--- src/include/pse_pkg.sv ---
// ---------------------------------------------------------------------------
// constants for the press status pulse encoder
// ---------------------------------------------------------------------------
// assumes a 50 mhz system clock and a 32-bit avalon-mm register bus
package pse_pkg;

  // ---------------------------------------------------------------------------
  // timing
  // ---------------------------------------------------------------------------
  localparam int unsigned CLK_HZ         = 50_000_000;
  localparam int unsigned SLOT_MS        = 100;
  localparam int unsigned PERIOD_MS      = 1000;
  localparam int unsigned CAM_TIMEOUT_MS = 3000;
  localparam int unsigned SLOT_CYC       = CLK_HZ / 1000 * SLOT_MS;
  localparam int unsigned CAM_CYC        = CLK_HZ / 1000 * CAM_TIMEOUT_MS;
  localparam logic [3:0]  PERIOD_SLOTS   = 4'(PERIOD_MS / SLOT_MS);

  // ---------------------------------------------------------------------------
  // register offsets (byte addresses)
  // ---------------------------------------------------------------------------
  localparam logic [4:0] ADDR_CTRL     = 5'h00;
  localparam logic [4:0] ADDR_MAP      = 5'h04;
  localparam logic [4:0] ADDR_POL      = 5'h08;
  localparam logic [4:0] ADDR_EVENTS   = 5'h0c;
  localparam logic [4:0] ADDR_IRQ_STS  = 5'h10;
  localparam logic [4:0] ADDR_IRQ_MASK = 5'h14;
  localparam logic [4:0] ADDR_OUTS     = 5'h18;

  // ---------------------------------------------------------------------------
  // field layout and reset values
  // ---------------------------------------------------------------------------
  localparam int unsigned CTRL_CNT_LSB = 0;
  localparam int unsigned CTRL_MUT_BIT = 4;
  localparam int unsigned CTRL_PIP_BIT = 5;
  localparam int unsigned CTRL_MAN_BIT = 6;
  localparam int unsigned CTRL_CAM_BIT = 7;
  localparam logic [1:0]  TERM_CNT_RST = 2'h3;
  localparam logic [3:0]  CFG_RST      = 4'h0;
  localparam logic [27:0] MAP_RST      = 28'hfbe7a65;
  localparam logic [2:0]  POL_RST      = 3'h0;
  localparam logic [6:0]  MASK_RST     = 7'h00;

  // ---------------------------------------------------------------------------
  // display codes and events (event index is also severity)
  // ---------------------------------------------------------------------------
  localparam logic [1:0] CODE_UNUSED = 2'h0;
  localparam logic [1:0] CODE_SOLID  = 2'h1;
  localparam logic [1:0] CODE_TWO    = 2'h2;
  localparam logic [1:0] CODE_THREE  = 2'h3;

  localparam int unsigned NEV       = 7;
  localparam int unsigned NTERM     = 3;
  localparam logic [2:0] EV_READY = 3'h0;
  localparam logic [2:0] EV_WAIT  = 3'h1;
  localparam logic [2:0] EV_SQS   = 3'h2;
  localparam logic [2:0] EV_PIP   = 3'h3;
  localparam logic [2:0] EV_SAFE  = 3'h4;
  localparam logic [2:0] EV_OPF   = 3'h5;
  localparam logic [2:0] EV_SYS   = 3'h6;

  // ---------------------------------------------------------------------------
  // synchronised pin positions
  // ---------------------------------------------------------------------------
  localparam int unsigned NPIN    = 10;
  localparam int unsigned PIN_NM  = 0;
  localparam int unsigned PIN_MUT = 1;
  localparam int unsigned PIN_RST = 2;
  localparam int unsigned PIN_GO  = 3;
  localparam int unsigned PIN_SQS = 4;
  localparam int unsigned PIN_BOS = 5;
  localparam int unsigned PIN_TOS = 6;
  localparam int unsigned PIN_CAM = 7;
  localparam int unsigned PIN_PIP = 8;
  localparam int unsigned PIN_CYC = 9;

endpackage

--- src/core/pse_pattern.sv ---
// ---------------------------------------------------------------------------
// per-terminal pattern generator: solid, two or three 100 ms pulses per second
// ---------------------------------------------------------------------------
// code and restart come registered from the same clock domain
`timescale 1ns/1ps
`default_nettype none
module pse_pattern #(
  parameter int unsigned SLOT_CYC = pse_pkg::SLOT_CYC
) (
  input  wire logic       i_clk_sys,
  input  wire logic       i_rst_b,
  input  wire logic [1:0] i_code,
  input  wire logic       i_restart,
  output logic            o_level
);

  typedef struct packed {
    logic [31:0] cnt;
    logic [3:0]  slot;
    logic        lvl;
  } pse_pat_t;

  pse_pat_t st_ff;
  pse_pat_t nxt_st;

  function automatic logic slot_high(input logic [1:0] code, input logic [3:0] slot);
    unique case (code)
      pse_pkg::CODE_SOLID: slot_high = 1'b1;
      pse_pkg::CODE_TWO:   slot_high = (slot == 4'h0) || (slot == 4'h2);
      pse_pkg::CODE_THREE: slot_high = (slot == 4'h0) || (slot == 4'h2) || (slot == 4'h4);
      default:             slot_high = 1'b0;
    endcase
  endfunction

  always_comb begin
    nxt_st = st_ff;
    if (i_restart) begin
      nxt_st.cnt  = 32'h0;
      nxt_st.slot = 4'h0;
    end else if (st_ff.cnt == 32'(SLOT_CYC - 1)) begin
      nxt_st.cnt  = 32'h0;
      nxt_st.slot = (st_ff.slot == pse_pkg::PERIOD_SLOTS - 4'h1) ? 4'h0 : st_ff.slot + 4'h1;
    end else begin
      nxt_st.cnt = st_ff.cnt + 32'h1;
    end
    nxt_st.lvl = slot_high(i_code, nxt_st.slot);
  end

  always_ff @(posedge i_clk_sys or negedge i_rst_b) begin
    if (!i_rst_b) begin
      st_ff <= '0;
    end else begin
      st_ff <= nxt_st;
    end
  end

  assign o_level = st_ff.lvl;
endmodule
`default_nettype wire

--- src/core/pse_encoder.sv ---
// ---------------------------------------------------------------------------
// press status pulse encoder: press events onto up to three status terminals
// ---------------------------------------------------------------------------
// press pins are asynchronous and synchronised here; running and system
// fault come from controller logic on the same clock; avalon-mm slave.
//
// Functional notes
// - seven events: reset wait, ready/run, seq stop, part alert, safety stop, faults
// - one to three terminals; each terminal may carry any number of the seven events
// - each event per terminal: unused, solid, two pulses or three pulses
// - two pulses: 100 ms high, 100 ms low, repeating every 1 s
// - three pulses: 100 ms high, 100 ms gaps, repeating every 1 s
// - encoding appears only on physical status terminals, never network outputs
// - default map: t1 wait/ready/part alert, t2 seq/opfault, t3 safety/sysfault
// - three terminals by default, reducible to two or one
// - reset wait once stop inputs are back on and reset is still needed
// - ready/run when stop inputs on and reset, or press running
// - sequence stop when ram reaches the sequence stop point
// - part alert on start while ready with part input off or not recycled
// - safety stop on stop input off, or go low early under manual upstroke
// - operational fault on exclusive inputs together or cam wait over 3 s
// - system fault whenever controller reports one
// - per-terminal polarity: sourcing when active by default, else nonconducting
`timescale 1ns/1ps
`default_nettype none
module pse_encoder #(
  parameter int unsigned SLOT_CYC = pse_pkg::SLOT_CYC,
  parameter int unsigned CAM_CYC  = pse_pkg::CAM_CYC
) (
  input  wire logic        i_clk_sys,
  input  wire logic        i_rst_b,
  // avalon-mm slave
  input  wire logic [4:0]  i_avs_address,
  input  wire logic        i_avs_read,
  input  wire logic        i_avs_write,
  input  wire logic [31:0] i_avs_writedata,
  input  wire logic [3:0]  i_avs_byteenable,
  output logic [31:0]      o_avs_readdata,
  output logic             o_avs_waitrequest,
  // press pins, asynchronous
  input  wire logic        i_safety_stop_nm,
  input  wire logic        i_safety_stop_m,
  input  wire logic        i_reset_btn,
  input  wire logic        i_go,
  input  wire logic        i_sequence_stop_point,
  input  wire logic        i_bottom_of_stroke,
  input  wire logic        i_top_of_stroke,
  input  wire logic        i_cam_monitor_switch,
  input  wire logic        i_part_in_place_input,
  input  wire logic        i_cycle_start,
  // controller logic, same clock
  input  wire logic        i_press_running,
  input  wire logic        i_system_fault,
  // outputs
  output logic [2:0]       o_status_out,
  output logic             o_irq
);

  typedef struct packed {
    logic [9:0]       sync1;
    logic [9:0]       sync2;
    logic [9:0]       prev;
    logic [1:0]       fill;
    logic             ack;
    logic [31:0]      rdata;
    logic [1:0]       term_cnt;
    logic [3:0]       cfg;
    logic [27:0]      map;
    logic [2:0]       pol;
    logic [6:0]       ev;
    logic [6:0]       irq_sts;
    logic [6:0]       irq_mask;
    logic             reset_done;
    logic             safety_latch;
    logic             pip_cycled;
    logic             pip_alert;
    logic             cam_to;
    logic [31:0]      cam_cnt;
    logic [2:0][2:0]  sel;
    logic [2:0]       sel_v;
    logic [2:0][1:0]  code;
    logic [2:0]       restart;
    logic [2:0]       out;
  } pse_state_t;

  localparam pse_state_t ST_RST = '{
    term_cnt: pse_pkg::TERM_CNT_RST,
    cfg:      pse_pkg::CFG_RST,
    map:      pse_pkg::MAP_RST,
    pol:      pse_pkg::POL_RST,
    irq_mask: pse_pkg::MASK_RST,
    default:  '0
  };

  pse_state_t st_ff;
  pse_state_t nxt_st;

  logic [9:0] s;
  logic [9:0] rise;
  logic [9:0] fall;
  logic       mute_ok;
  logic       at_stop;
  logic       wr_now;
  logic       cfg_mut;
  logic       cfg_pip;
  logic       cfg_man;
  logic       cfg_cam;
  logic [2:0] pat_lvl;
  logic [31:0] cur_word;
  logic [31:0] wr_word;

  // ---------------------------------------------------------------------------
  // helpers
  // ---------------------------------------------------------------------------
  function automatic logic [1:0] map_term(input logic [27:0] map, input int unsigned e);
    map_term = map[e*4+2 +: 2];
  endfunction

  function automatic logic [1:0] map_code(input logic [27:0] map, input int unsigned e);
    map_code = map[e*4 +: 2];
  endfunction

  // byte-lane merge of a write into an old register word
  function automatic logic [31:0] be_merge(input logic [31:0] old, input logic [31:0] wd,
                                           input logic [3:0] be);
    for (int b = 0; b < 4; b++) begin
      be_merge[b*8 +: 8] = be[b] ? wd[b*8 +: 8] : old[b*8 +: 8];
    end
  endfunction

  // ---------------------------------------------------------------------------
  // pin conditioning
  // ---------------------------------------------------------------------------
  assign s       = st_ff.sync2;
  // no edges until prev holds a real pin level, so leaving reset makes none
  assign rise    = (st_ff.fill == 2'h3) ? (st_ff.sync2 & ~st_ff.prev) : 10'h000;
  assign fall    = (st_ff.fill == 2'h3) ? (~st_ff.sync2 & st_ff.prev) : 10'h000;
  assign cfg_mut = st_ff.cfg[pse_pkg::CTRL_MUT_BIT - 4];
  assign cfg_pip = st_ff.cfg[pse_pkg::CTRL_PIP_BIT - 4];
  assign cfg_man = st_ff.cfg[pse_pkg::CTRL_MAN_BIT - 4];
  assign cfg_cam = st_ff.cfg[pse_pkg::CTRL_CAM_BIT - 4];
  assign mute_ok = s[pse_pkg::PIN_NM] && (!cfg_mut || s[pse_pkg::PIN_MUT]);
  assign at_stop = s[pse_pkg::PIN_SQS] || s[pse_pkg::PIN_BOS] || s[pse_pkg::PIN_TOS];
  // a write lands only on the edge where waitrequest is seen low
  assign wr_now  = i_avs_write && st_ff.ack;

  // ---------------------------------------------------------------------------
  // register word at the bus address; writes merge into it lane by lane
  // ---------------------------------------------------------------------------
  always_comb begin
    unique case (i_avs_address)
      pse_pkg::ADDR_CTRL:     cur_word = {24'h0, st_ff.cfg, 2'h0, st_ff.term_cnt};
      pse_pkg::ADDR_MAP:      cur_word = {4'h0, st_ff.map};
      pse_pkg::ADDR_POL:      cur_word = {29'h0, st_ff.pol};
      pse_pkg::ADDR_EVENTS:   cur_word = {25'h0, st_ff.ev};
      pse_pkg::ADDR_IRQ_STS:  cur_word = {25'h0, st_ff.irq_sts};
      pse_pkg::ADDR_IRQ_MASK: cur_word = {25'h0, st_ff.irq_mask};
      pse_pkg::ADDR_OUTS:     cur_word = {29'h0, st_ff.out};
      default:                cur_word = 32'h0;
    endcase
  end

  assign wr_word = be_merge(cur_word, i_avs_writedata, i_avs_byteenable);

  always_comb begin
    nxt_st       = st_ff;
    nxt_st.sync1 = {i_cycle_start, i_part_in_place_input, i_cam_monitor_switch,
                    i_top_of_stroke, i_bottom_of_stroke, i_sequence_stop_point,
                    i_go, i_reset_btn, i_safety_stop_m, i_safety_stop_nm};
    nxt_st.sync2 = st_ff.sync1;
    nxt_st.prev  = st_ff.sync2;
    nxt_st.fill  = (st_ff.fill == 2'h3) ? 2'h3 : st_ff.fill + 2'h1;

    // -------------------------------------------------------------------------
    // press event conditions
    // -------------------------------------------------------------------------
    if (fall[pse_pkg::PIN_NM] || (cfg_mut && fall[pse_pkg::PIN_MUT]) ||
        (cfg_man && fall[pse_pkg::PIN_GO] && !at_stop)) begin
      nxt_st.safety_latch = 1'b1;
      nxt_st.reset_done   = 1'b0;
    end else if (!mute_ok) begin
      nxt_st.reset_done = 1'b0;
    end else if (rise[pse_pkg::PIN_RST]) begin
      nxt_st.safety_latch = 1'b0;
      nxt_st.reset_done   = 1'b1;
    end

    // part must go off and come back on between cycles
    if (rise[pse_pkg::PIN_PIP]) begin
      nxt_st.pip_cycled = 1'b1;
      nxt_st.pip_alert  = 1'b0;
    end else if (rise[pse_pkg::PIN_CYC]) begin
      if (cfg_pip && mute_ok && st_ff.reset_done &&
          (!s[pse_pkg::PIN_PIP] || !st_ff.pip_cycled)) begin
        nxt_st.pip_alert = 1'b1;
      end else begin
        nxt_st.pip_cycled = 1'b0;
      end
    end
    if (!cfg_pip) begin
      nxt_st.pip_alert = 1'b0;
    end

    // cam must follow sequence stop within the timeout
    if (cfg_cam && s[pse_pkg::PIN_SQS] && !s[pse_pkg::PIN_CAM]) begin
      if (st_ff.cam_cnt > 32'(CAM_CYC)) begin
        nxt_st.cam_to = 1'b1;
      end else begin
        nxt_st.cam_cnt = st_ff.cam_cnt + 32'h1;
      end
    end else begin
      nxt_st.cam_cnt = 32'h0;
    end
    if (!s[pse_pkg::PIN_SQS] || !cfg_cam) begin
      nxt_st.cam_to = 1'b0;
    end

    nxt_st.ev[pse_pkg::EV_READY] = i_press_running || (mute_ok && nxt_st.reset_done);
    nxt_st.ev[pse_pkg::EV_WAIT]  = mute_ok && !nxt_st.reset_done;
    nxt_st.ev[pse_pkg::EV_SQS]   = s[pse_pkg::PIN_SQS];
    nxt_st.ev[pse_pkg::EV_PIP]   = nxt_st.pip_alert;
    nxt_st.ev[pse_pkg::EV_SAFE]  = nxt_st.safety_latch;
    nxt_st.ev[pse_pkg::EV_OPF]   = nxt_st.cam_to ||
      (s[pse_pkg::PIN_TOS] && (s[pse_pkg::PIN_BOS] || s[pse_pkg::PIN_SQS] ||
                               s[pse_pkg::PIN_CAM])) ||
      (s[pse_pkg::PIN_SQS] && s[pse_pkg::PIN_BOS]);
    nxt_st.ev[pse_pkg::EV_SYS]   = i_system_fault;

    // -------------------------------------------------------------------------
    // avalon-mm slave, one wait state
    // -------------------------------------------------------------------------
    nxt_st.ack = (i_avs_read || i_avs_write) && !st_ff.ack;
    if (i_avs_read && !st_ff.ack) begin
      nxt_st.rdata = cur_word;
    end
    if (wr_now && i_avs_address == pse_pkg::ADDR_CTRL) begin
      nxt_st.cfg      = wr_word[pse_pkg::CTRL_MUT_BIT +: 4];
      nxt_st.term_cnt = wr_word[pse_pkg::CTRL_CNT_LSB +: 2];
    end
    if (wr_now && i_avs_address == pse_pkg::ADDR_MAP) begin
      nxt_st.map = wr_word[27:0];
    end
    if (wr_now && i_avs_address == pse_pkg::ADDR_POL) begin
      nxt_st.pol = wr_word[2:0];
    end
    if (wr_now && i_avs_address == pse_pkg::ADDR_IRQ_MASK) begin
      nxt_st.irq_mask = wr_word[6:0];
    end
    // write-one-to-clear; a new event in the same cycle wins
    if (wr_now && i_avs_address == pse_pkg::ADDR_IRQ_STS && i_avs_byteenable[0]) begin
      nxt_st.irq_sts = st_ff.irq_sts & ~i_avs_writedata[6:0];
    end
    nxt_st.irq_sts = nxt_st.irq_sts | (nxt_st.ev & ~st_ff.ev);

    // -------------------------------------------------------------------------
    // terminal selection, ascending scan so the last match is most severe
    // -------------------------------------------------------------------------
    for (int t = 0; t < pse_pkg::NTERM; t++) begin
      nxt_st.sel_v[t] = 1'b0;
      nxt_st.sel[t]   = 3'h0;
      nxt_st.code[t]  = pse_pkg::CODE_UNUSED;
      for (int e = 0; e < pse_pkg::NEV; e++) begin
        if (st_ff.ev[e] && (map_term(st_ff.map, e) == 2'(t + 1)) &&
            (map_code(st_ff.map, e) != pse_pkg::CODE_UNUSED) &&
            (2'(t) < st_ff.term_cnt)) begin
          nxt_st.sel_v[t] = 1'b1;
          nxt_st.sel[t]   = 3'(e);
          nxt_st.code[t]  = map_code(st_ff.map, e);
        end
      end
      nxt_st.restart[t] = (nxt_st.sel_v[t] != st_ff.sel_v[t]) ||
                          (nxt_st.sel[t] != st_ff.sel[t]) ||
                          (nxt_st.code[t] != st_ff.code[t]);
    end

    // sourcing when active drives high; nonconducting when active drives low
    nxt_st.out = pat_lvl ^ st_ff.pol;
  end

  always_ff @(posedge i_clk_sys or negedge i_rst_b) begin
    if (!i_rst_b) begin
      st_ff <= ST_RST;
    end else begin
      st_ff <= nxt_st;
    end
  end

  // ---------------------------------------------------------------------------
  // pattern generators, one per terminal
  // ---------------------------------------------------------------------------
  for (genvar g = 0; g < pse_pkg::NTERM; g++) begin : g_term
    pse_pattern #(
      .SLOT_CYC (SLOT_CYC)
    ) u_pat (
      .i_clk_sys (i_clk_sys),
      .i_rst_b   (i_rst_b),
      .i_code    (st_ff.code[g]),
      .i_restart (st_ff.restart[g]),
      .o_level   (pat_lvl[g])
    );
  end

  assign o_status_out      = st_ff.out;
  assign o_avs_readdata    = st_ff.rdata;
  assign o_avs_waitrequest = (i_avs_read || i_avs_write) && !st_ff.ack;
  assign o_irq             = |(st_ff.irq_sts & st_ff.irq_mask);
endmodule
`default_nettype wire

--- config.mk ---
export PLATFORM = sky130hd
export DESIGN_NAME = pse_encoder
export DESIGN_NICKNAME = d
export VERILOG_FILES = /design/src/include/pse_pkg.sv /design/src/core/pse_pattern.sv /design/src/core/pse_encoder.sv
export SDC_FILE = /design/constraint.sdc
export NUM_CORES = 1
export LEC_CHECK = 0
export BUFFER_PORTS_ARGS = -buffer_cell sky130_fd_sc_hd__buf_2
export CAP_MARGIN = 40
export CORE_UTILIZATION = 30
export CTS_CLUSTER_SIZE = 16
export DETAILED_ROUTE_END_ITERATION = 7
export GPL_ROUTABILITY_DRIVEN = 0
export GPL_TIMING_DRIVEN = 0
export PLACE_DENSITY = 0.54
export RECOVER_POWER = 50
export SLEW_MARGIN = 10
export SYNTH_ARGS = -nofsm -noshare
export SYNTH_HDL_FRONTEND = slang
export SYNTH_HIERARCHICAL = 1
export SYNTH_SLANG_ARGS = --single-unit
--- constraint.sdc ---
create_clock -name i_clk_sys -period 2.8 [get_ports i_clk_sys]
set_input_delay 0.28 -clock i_clk_sys [delete_from_list [all_inputs] [get_ports i_clk_sys]]
set_output_delay 0.28 -clock i_clk_sys [all_outputs]
set_load 0.01 [all_outputs]
==> run_summary.xml, run 1 <==
<?xml version="1.0" encoding="UTF-8"?>
<metrics>
  <group name="sta">
    <metric name="setup_viol_count_final" unit="">0</metric>
    <metric name="worst_skew" unit="ps">21.5</metric>
    <metric name="hold_fails_final_rpt" unit="">0</metric>
    <metric name="fmax" unit="GHz">0.376</metric>
    <metric name="finalWorstSetupSlack" unit="ps">141</metric>
    <metric name="fin_hold_ws" unit="ps">49.7</metric>
    <metric name="timing.max_slew.rel_slack" unit="%">38.0</metric>
    <metric name="min_period_over_period" unit="%">95.0</metric>
    <metric name="drv_slew" unit="">0</metric>
    <metric name="tightest_slew" unit="ps">931</metric>
    <metric name="timing.final.crit_period" unit="ps">2660</metric>
  </group>
  <group name="die">
    <metric name="dieArea" unit="um2">48800</metric>
    <metric name="floorplan.die.height" unit="um">221</metric>
    <metric name="ioPinCount" unit="">94</metric>
    <metric name="core.rowCount" unit="">79</metric>
    <metric name="core" unit="um2">47000</metric>
    <metric name="floorplan.die.width" unit="um">221</metric>
    <metric name="initial_utilization" unit="%">30.6</metric>
  </group>
  <group name="global_routing">
    <metric name="grt_max_degree" unit="">99</metric>
    <metric name="via_count_of_the_first_global_routing_pass" unit="">11100</metric>
    <metric name="groute.usage.overall" unit="%">14.7</metric>
    <metric name="number_of_antenna_violations_at_the_first_check_in_global_routing" unit="">0</metric>
    <metric name="grt_remaining_overflow" unit="">0</metric>
    <metric name="grt_pass1_wl" unit="um">59200</metric>
  </group>
  <group name="min_path">
    <metric name="min_path_cells" unit="">3</metric>
    <metric name="worst_hold_path_endpoint" unit="">st_ff[71]</metric>
    <metric name="min-delay-path-class" unit="">in2reg</metric>
    <metric name="min-delay-start" unit="">i_avs_writedata[3]</metric>
  </group>
  <group name="job">
    <metric name="drv_cap" unit="">0</metric>
  </group>
  <group name="place">
    <metric name="preCtsSetupSlack" unit="ps">-113</metric>
    <metric name="total_of_buffers_placed_on_input_and_output_ports" unit="">83</metric>
    <metric name="placedCellCount" unit="">2169</metric>
    <metric name="detailed_place_hpwl" unit="um">25100</metric>
  </group>
  <group name="synth">
    <metric name="yosysWarnings" unit="">6</metric>
    <metric name="mappedNetlistArea" unit="um2">14400</metric>
    <metric name="portion_of_synthesized_cell_area_occupied_by_the_leading_cell_type" unit="%">45.9</metric>
    <metric name="yosys_register_bits" unit="">285</metric>
    <metric name="synth-main-ff-cell" unit="">dfrtp_1</metric>
    <metric name="synth.cells.most_frequent" unit="">dfrtp_1 (264), nor2_1 (177), nand2_1 (97), xnor2_1 (86), a21oi_1 (63)</metric>
    <metric name="async_flop_share" unit="%">100</metric>
    <metric name="syn-instance-count" unit="">1471</metric>
    <metric name="netlist_top_cells_area" unit="">dfrtp_1 (46%), xnor2_1 (5.2%), nor2_1 (4.6%), dfstp_2 (3.8%), mux2_2 (3.2%)</metric>
    <metric name="seq_area_frac_synth" unit="%">49.7</metric>
    <metric name="yosysUniqueCellTypes" unit="">78</metric>
    <metric name="syn_avg_cell_area" unit="um2">9.78</metric>
    <metric name="leading_area_contributor_after_synthesis" unit="">dfrtp_1</metric>
    <metric name="synth_edf_count" unit="">0</metric>
    <metric name="synthMostInstantiatedCell" unit="">dfrtp_1</metric>
  </group>
  <group name="routing">
    <metric name="remaining_drc_errors" unit="">0</metric>
    <metric name="initialDrtViolationCount" unit="">831</metric>
    <metric name="drt_pass1_iterations" unit="">5</metric>
    <metric name="antenna_left" unit="">0</metric>
    <metric name="vias" unit="">11400</metric>
    <metric name="routed_via_density" unit="">5.05</metric>
    <metric name="route.detailed.wl_per_inst" unit="um">15.9</metric>
    <metric name="total_length_of_routed_wires" unit="um">35900</metric>
  </group>
  <group name="setup_path">
    <metric name="timing.critical_path.from_type" unit="">flip-flop</metric>
    <metric name="maximum_fanout_encountered_on_the_critical_timing_path" unit="">9</metric>
    <metric name="critPathArrivalTime" unit="ps">3050</metric>
    <metric name="crit_type" unit="">reg2reg</metric>
    <metric name="crit-reg2reg-launch" unit="">st_ff[98]</metric>
    <metric name="setup.worst_path.end_class" unit="">flip-flop</metric>
    <metric name="ff2ff_path_depth" unit="">8</metric>
    <metric name="rr_endpoint" unit="">st_ff[3]</metric>
    <metric name="cp.required" unit="ps">3190</metric>
    <metric name="setup.reg_to_reg.worst_slack" unit="ps">140</metric>
  </group>
  <group name="cts">
    <metric name="tritoncts_clock_tree" unit="">built</metric>
    <metric name="cts_max_level" unit="">2</metric>
    <metric name="cts.path.max_buffers" unit="">3</metric>
    <metric name="cts_buffers" unit="">34</metric>
    <metric name="clk-insertion-delay-late" unit="ps">540</metric>
    <metric name="cts.root.buffer_cell" unit="">clkbuf_16</metric>
    <metric name="path_clk_slew" unit="ps">60</metric>
    <metric name="cts_num_sinks" unit="">285</metric>
  </group>
  <group name="power_and_ir_drop">
    <metric name="static_leakage" unit="nW">7.24</metric>
    <metric name="cellPowerDensity" unit="nW/um2">586</metric>
    <metric name="vdd_ir_drop_max" unit="uV">350</metric>
  </group>
  <group name="layout">
    <metric name="instances_no_fill" unit="">2261</metric>
    <metric name="insertedDiodeCount" unit="">0</metric>
    <metric name="area_delta_synth_final" unit="%">19.0</metric>
    <metric name="layout-drive-gt1-share" unit="%">15.8</metric>
    <metric name="final_nets" unit="">1693</metric>
    <metric name="final_core_util" unit="%">36.5</metric>
    <metric name="nFillCells" unit="">4665</metric>
  </group>
  <group name="outcome">
    <metric name="run_status" unit="">finished, final reports clean</metric>
  </group>
</metrics>
[report_power, final]
group | total [mW] | switching [mW] | leakage, nW | internal (mW)
clock | 4.51 | 1.78 | 0.551 | 2.72
combinational | 0.865 | 0.504 | 2.97 | 0.361
sequential | 4.67 | 0.293 | 3.72 | 4.38
[metrics by stage]
stage / TNS [ps] / cell area, um2 / power (mW)
2_1_floorplan: 0 / 14400 / 5.19
3_3_place_gp: -1102890 / 15600 / 5.56
3_5_place_dp: -362 / 15700 / 5.59
4_1_cts: 0 / 17100 / 10.2
5_1_grt: -0.519 / 17100 / 10.5
6_report: 0 / 17100 / 10.0
[worst max-delay path, cell delays in order (launching register included)]
cell      delay, ps
dfstp_2         510
buf_2           210
o211ai_1        190
nor3_4          270
mux2_2          370
nor3b_2         200
o21ai_2         100
xor2_1          150
or4_1           530
[state kept, by name (all words and copies together), names as in the netlist]
name	count
cfg_cam	1
o_avs_readdata	28
g_term.u_pat/st_ff	108
st_ff	119
nxt_st	10
cfg_pip	1
s	10
g_term.u_pat/o_level	3
o_status_out	3
cfg_mut	1
cfg_man	1
[metal layers]
metal  vias up  GRT usage [%]  part of all wire (%)
met1      5575           20.3                    48
met2       251           23.5                    46
met4         0           4.49                   2.2
met5         -              0                     0
met3        55           2.59                   4.2
li1       5529              -                     -
[placed cells by master (no fill, tap or decap), types with 6 or more instances in the layout]
cell             n
nor2_1         177
inv_1           52
nand2_1         97
buf_2           56
nor3_1          52
or3_1           29
mux2_2          41
or4_1           17
dlygate4sd3_1   30
nor4_1          28
clkbuf_16       34
o21ai_0         62
nand2b_1         6
xor2_1          24
dfstp_2         21
nor3b_1          6
xnor2_1         86
and4_1           9
nor2b_1         15
a21oi_1         63
nand4b_1         8
o211a_1          8
a211oi_1         6
o211ai_1         9
a22o_1          21
and3_1          18
buf_4           39
dfrtp_1        264
nand3_1         58
nand4_1         29
o31ai_1         11
or2_2           11
nand3b_1         6
nor4b_1         10
a31oi_1          8
clkbuf_1        82
mux2i_1         22
[cell type report]
| cell class | instances | area [um2] | share of cell area [%] |
|---|---|---|---|
| Inverter | 58 | 218 | 1.27 |
| Buffer | 90 | 493 | 2.88 |
| Tap cell | 607 | 759 | 4.43 |
| Sequential cell | 285 | 7160 | 41.8 |
| Clock inverter | 15 | 203 | 1.18 |
| Clock buffer | 44 | 928 | 5.42 |
| Timing Repair Buffer | 122 | 764 | 4.46 |
| Multi-Input combinational cell | 1040 | 6610 | 38.6 |
[logic make-up (layout without fill, tap and decap cells)]
| group | count (synthesis) | in the layout | share of synthesized area, % |
|---|---|---|---|
| AND/OR/NAND/NOR | 605 | 605 | 21.5 |
| flip-flops | 285 | 285 | 49.7 |
| AO/OA/AOI/OAI | 252 | 252 | 11.7 |
| buffers and inverters | 149 | 329 | 4.97 |
| XOR/XNOR | 111 | 111 | 6.81 |
| multiplexers | 63 | 63 | 4.74 |
| adder cells (fa/ha/maj) | 5 | 5 | 0.435 |
| other | 1 | 4 | 0.0261 |
[what timing repair did]
action                     in CTS  in global routing
hold endpoints to repair      113                  0
buffers inserted                0                  4
pin swaps                       0                  4
gates resized for setup         2                 13
setup endpoints to repair       3                 72
hold buffers                   30                  0
[how the worst max path moves through the flow]
stage | from | to | slack (ps)
2_1_floorplan | st_ff[98] | st_ff[3] | 220
3_3_place_gp | i_rst_b | o_avs_readdata[0] | -4030
4_1_cts | st_ff[98] | st_ff[3] | 20
5_1_grt | st_ff[24] | st_ff[47] | -0.5
3_5_place_dp | st_ff[98] | st_ff[3] | -110
6_report | st_ff[98] | st_ff[3] | 140
Note: power is estimated with default switching activity, not from simulation.
==> run 2: changes to the inputs <==
Settings changed: ABC_AREA from default to 1.
==> run 2 against run 1 <==
Compared with the run above: synthesized area up 11%; die area up 11%; fmax up 15%; synthesized cell count up 43%; clock power up 4.9%; clock skew up 0.83 ps; flip-flop and latch count unchanged; critical endpoint unchanged.
==> run_summary.xml, run 2 <==
<?xml version="1.0" encoding="UTF-8"?>
<metrics>
  <group name="cts">
    <metric name="clk-insertion-delay-late" unit="ps">550</metric>
    <metric name="post_cts.resized_instances" unit="">0</metric>
    <metric name="cts.hold.buffers_added" unit="">17</metric>
    <metric name="cts.root.buffer_cell" unit="">clkbuf_16</metric>
    <metric name="cts.path.max_buffers" unit="">3</metric>
    <metric name="cts_num_sinks" unit="">285</metric>
    <metric name="cts_buffers" unit="">35</metric>
    <metric name="tritoncts_clock_tree" unit="">built</metric>
    <metric name="cts_max_level" unit="">2</metric>
    <metric name="post-cts-setup-buffer-count" unit="">0</metric>
    <metric name="path_clk_slew" unit="ps">60</metric>
  </group>
  <group name="routing">
    <metric name="route.detailed.wl_per_inst" unit="um">14.4</metric>
    <metric name="remaining_drc_errors" unit="">0</metric>
    <metric name="total_length_of_routed_wires" unit="um">42700</metric>
    <metric name="drt_pass1_iterations" unit="">5</metric>
    <metric name="antenna_left" unit="">0</metric>
    <metric name="routed_via_density" unit="">4.73</metric>
    <metric name="initialDrtViolationCount" unit="">789</metric>
    <metric name="vias" unit="">14000</metric>
  </group>
  <group name="layout">
    <metric name="area_delta_synth_final" unit="%">16.9</metric>
    <metric name="regArea" unit="um2">7160</metric>
    <metric name="layout-drive-gt1-share" unit="%">16.0</metric>
    <metric name="nFillCells" unit="">5529</metric>
    <metric name="leading_cell_types_in_the_layout_fill_and_taps_excluded" unit="">nand2_1 (507), nor2_1 (277), inv_1 (269), dfrtp_1 (264), o21ai_0 (119)</metric>
    <metric name="multiInputGateArea" unit="um2">7260</metric>
    <metric name="largest_register_ffs" unit="">119</metric>
    <metric name="final_area" unit="um2">18700</metric>
    <metric name="top_register_by_number_of_flip_flops" unit="">st_ff</metric>
    <metric name="insertedDiodeCount" unit="">0</metric>
    <metric name="final_common_cell" unit="">nand2_1</metric>
    <metric name="instances_no_fill" unit="">2960</metric>
    <metric name="final_nets" unit="">2307</metric>
  </group>
  <group name="power_and_ir_drop">
    <metric name="static_leakage" unit="nW">8.57</metric>
    <metric name="vdd_ir_drop_max" unit="uV">355</metric>
    <metric name="p_sw_share" unit="%">28.9</metric>
    <metric name="pwr-share-seq" unit="%">42.9</metric>
    <metric name="power.clock.fraction" unit="%">42.4</metric>
    <metric name="cellPowerDensity" unit="nW/um2">595</metric>
    <metric name="p_comb_share" unit="%">14.7</metric>
    <metric name="net-switching-power" unit="mW">3.22</metric>
    <metric name="intPower" unit="mW">7.93</metric>
  </group>
  <group name="synth">
    <metric name="yosys.area_share.xor_xnor" unit="%">3.01</metric>
    <metric name="yosys_register_bits" unit="">285</metric>
    <metric name="synth-adder-area-share" unit="%">0.391</metric>
    <metric name="synth_edf_count" unit="">0</metric>
    <metric name="seq_area_frac_synth" unit="%">44.7</metric>
    <metric name="leading_area_contributor_after_synthesis" unit="">dfrtp_1</metric>
    <metric name="netlist_top_cells_area" unit="">dfrtp_1 (41%), nand2_1 (12%), nor2_1 (6.5%), inv_1 (6.3%), o21ai_0 (3.7%)</metric>
    <metric name="async_flop_share" unit="%">100</metric>
    <metric name="synth.cells.most_frequent" unit="">nand2_1 (507), nor2_1 (277), inv_1 (268), dfrtp_1 (264), o21ai_0 (119)</metric>
    <metric name="synthMostInstantiatedCell" unit="">nand2_1</metric>
    <metric name="post_synth_and_or_nand_nor_area_fraction" unit="%">32.5</metric>
    <metric name="synth.mux.area_fraction" unit="%">0</metric>
    <metric name="yosysUniqueCellTypes" unit="">54</metric>
    <metric name="syn_avg_cell_area" unit="um2">7.63</metric>
    <metric name="synth-compound-area-share" unit="%">9.37</metric>
    <metric name="syn-instance-count" unit="">2100</metric>
    <metric name="yosysWarnings" unit="">6</metric>
    <metric name="portion_of_synthesized_cell_area_occupied_by_the_leading_cell_type" unit="%">41.3</metric>
    <metric name="main_combinational_cell_family_by_area_after_synthesis" unit="">simple AND/OR/NAND/NOR gates</metric>
    <metric name="synth-main-ff-cell" unit="">dfrtp_1</metric>
    <metric name="mappedNetlistArea" unit="um2">16000</metric>
  </group>
  <group name="global_routing">
    <metric name="number_of_antenna_violations_at_the_first_check_in_global_routing" unit="">4</metric>
    <metric name="grt_pass1_wl" unit="um">71700</metric>
    <metric name="via_count_of_the_first_global_routing_pass" unit="">14000</metric>
    <metric name="groute.usage.overall" unit="%">16.3</metric>
    <metric name="grt_remaining_overflow" unit="">0</metric>
    <metric name="grt_max_degree" unit="">106</metric>
  </group>
  <group name="sta">
    <metric name="worst_skew" unit="ps">22.3</metric>
    <metric name="drv_slew" unit="">0</metric>
    <metric name="finalWorstSetupSlack" unit="ps">482</metric>
    <metric name="tightest_slew" unit="ps">1470</metric>
    <metric name="setup_viol_count_final" unit="">0</metric>
    <metric name="min_period_over_period" unit="%">82.8</metric>
    <metric name="timing.final.crit_period" unit="ps">2320</metric>
    <metric name="timing.max_slew.rel_slack" unit="%">1.79</metric>
    <metric name="fmax" unit="GHz">0.431</metric>
    <metric name="hold_fails_final_rpt" unit="">0</metric>
    <metric name="rsz0062_at_grt" unit="">false</metric>
  </group>
  <group name="setup_path">
    <metric name="worstPathBufferInverterCount" unit="">2</metric>
    <metric name="timing.critical_path.from_type" unit="">flip-flop</metric>
    <metric name="slowest_stage" unit="">dfstp_2</metric>
    <metric name="critPathMostFrequentCell" unit="">nand2_1</metric>
    <metric name="critPathMaxStageDelay" unit="ps">530</metric>
    <metric name="crit_type" unit="">reg2reg</metric>
    <metric name="cp.required" unit="ps">3220</metric>
    <metric name="setup.worst_path.end_class" unit="">flip-flop</metric>
    <metric name="path_cells" unit="">buf_6 -&gt; inv_1 -&gt; nand2_1 -&gt; nand2_1 -&gt; o21ai_0 -&gt; nor2_1 -&gt; nand3_1 -&gt; xnor2_1 -&gt; nand2_1 -&gt; nor2_1 -&gt; nand3_1</metric>
    <metric name="critPathArrivalTime" unit="ps">2740</metric>
    <metric name="crit_family" unit="">simple AND/OR/NAND/NOR gates</metric>
    <metric name="maximum_fanout_encountered_on_the_critical_timing_path" unit="">8</metric>
  </group>
  <group name="die">
    <metric name="core.rowCount" unit="">84</metric>
    <metric name="ioPinCount" unit="">94</metric>
    <metric name="floorplan.die.width" unit="um">233</metric>
    <metric name="core" unit="um2">52700</metric>
    <metric name="dieArea" unit="um2">54300</metric>
    <metric name="initial_utilization" unit="%">30.4</metric>
    <metric name="floorplan.die.height" unit="um">233</metric>
  </group>
  <group name="min_path">
    <metric name="min-delay-path-class" unit="">in2reg</metric>
  </group>
  <group name="place">
    <metric name="detailed_place_hpwl" unit="um">32500</metric>
    <metric name="postPlaceCellArea" unit="um2">17400</metric>
    <metric name="placedCellCount" unit="">2879</metric>
    <metric name="preCtsSetupSlack" unit="ps">452</metric>
    <metric name="total_of_buffers_placed_on_input_and_output_ports" unit="">84</metric>
  </group>
  <group name="job">
    <metric name="drv_cap" unit="">0</metric>
  </group>
  <group name="outcome">
    <metric name="run_status" unit="">finished, final reports clean</metric>
  </group>
</metrics>
## run 2: cell types whose count changed after synthesis, moves of 24 or more
cell / change
xnor2_1: -72
nand4_1: +26
nand2_1: +410
mux2_2: -41
clkbuf_1: -24
inv_1: +216
or3_1: -29
nor2_1: +100
o21ai_0: +57
inv_2: +26
nand3_1: +44
## run 2: layout make-up
type                    count  area share, %
clock inverters            17           1.01
clock buffers              47           5.46
flip-flops and latches    285           38.2
multi-input cells        1447           38.7
plain buffers              71           2.55
inverters                 300           6.01
well taps                 688           4.60
repair buffers            105           3.41
## run 2: layer usage
layer  vias up  routed length (um)  GRT usage (%)
met2       282               20100           27.2
met1      6641               19700           21.6
met5         -                   0              0
met3        73                1670           2.45
met4         0                1200           5.33
li1       7008                   -              -
## run 2: power by group through the flow
stage                     Clock [mW]  Sequential [mW]  Combinational (mW)
after floorplan                    0             4.74                1.11
final                           4.73             4.79                1.63
after global routing            5.05             4.83                1.89
after CTS                       4.91             4.79                1.68
after global placement             0             4.86                1.63
after detailed placement           0             4.86                1.66
## run 2: logic make-up (layout without fill, tap and decap cells)
family                   count (synthesis)  count (layout)
buffers and inverters                  371             540
XOR/XNOR                                55              55
adder cells (fa/ha/maj)                  5               5
AO/OA/AOI/OAI                          254             254
other                                    1               4
flip-flops                             285             285
AND/OR/NAND/NOR                       1129            1129
## run 2: path summary, 6_finish.rpt
| path | start | to | slack [ps] | cells past startpoint |
|---|---|---|---|---|
| max | st_ff[118] | st_ff[3] | 480 | 11 |
| max in group asynchronous | i_rst_b | st_ff[118] | 600 | 4 |
| min reg2reg | nxt_st[173] | s[9] | 350 | 0 |
| max reg2reg | st_ff[118] | st_ff[3] | 480 | 11 |
| min | i_avs_writedata[27] | st_ff[112] | 30 | 3 |
| min in group asynchronous | i_rst_b | st_ff[29] | 180 | 2 |
## run 2: through the flow
step	TNS (ps)	util (%)	power (mW)	hold WS, ps
detailed placement	0	33.1	6.52	86.5
global placement	-1119860	32.9	6.49	335
finish	0	35.6	11.2	26.3
CTS	0	35.7	11.4	3.68
global route	0	35.6	11.8	33.8
floorplan	0	-	5.85	-15.6
## run 2: worst min-delay path: stages
cell and delay (ps):
buf_2 90, o21ai_0 70, o21ai_0 80
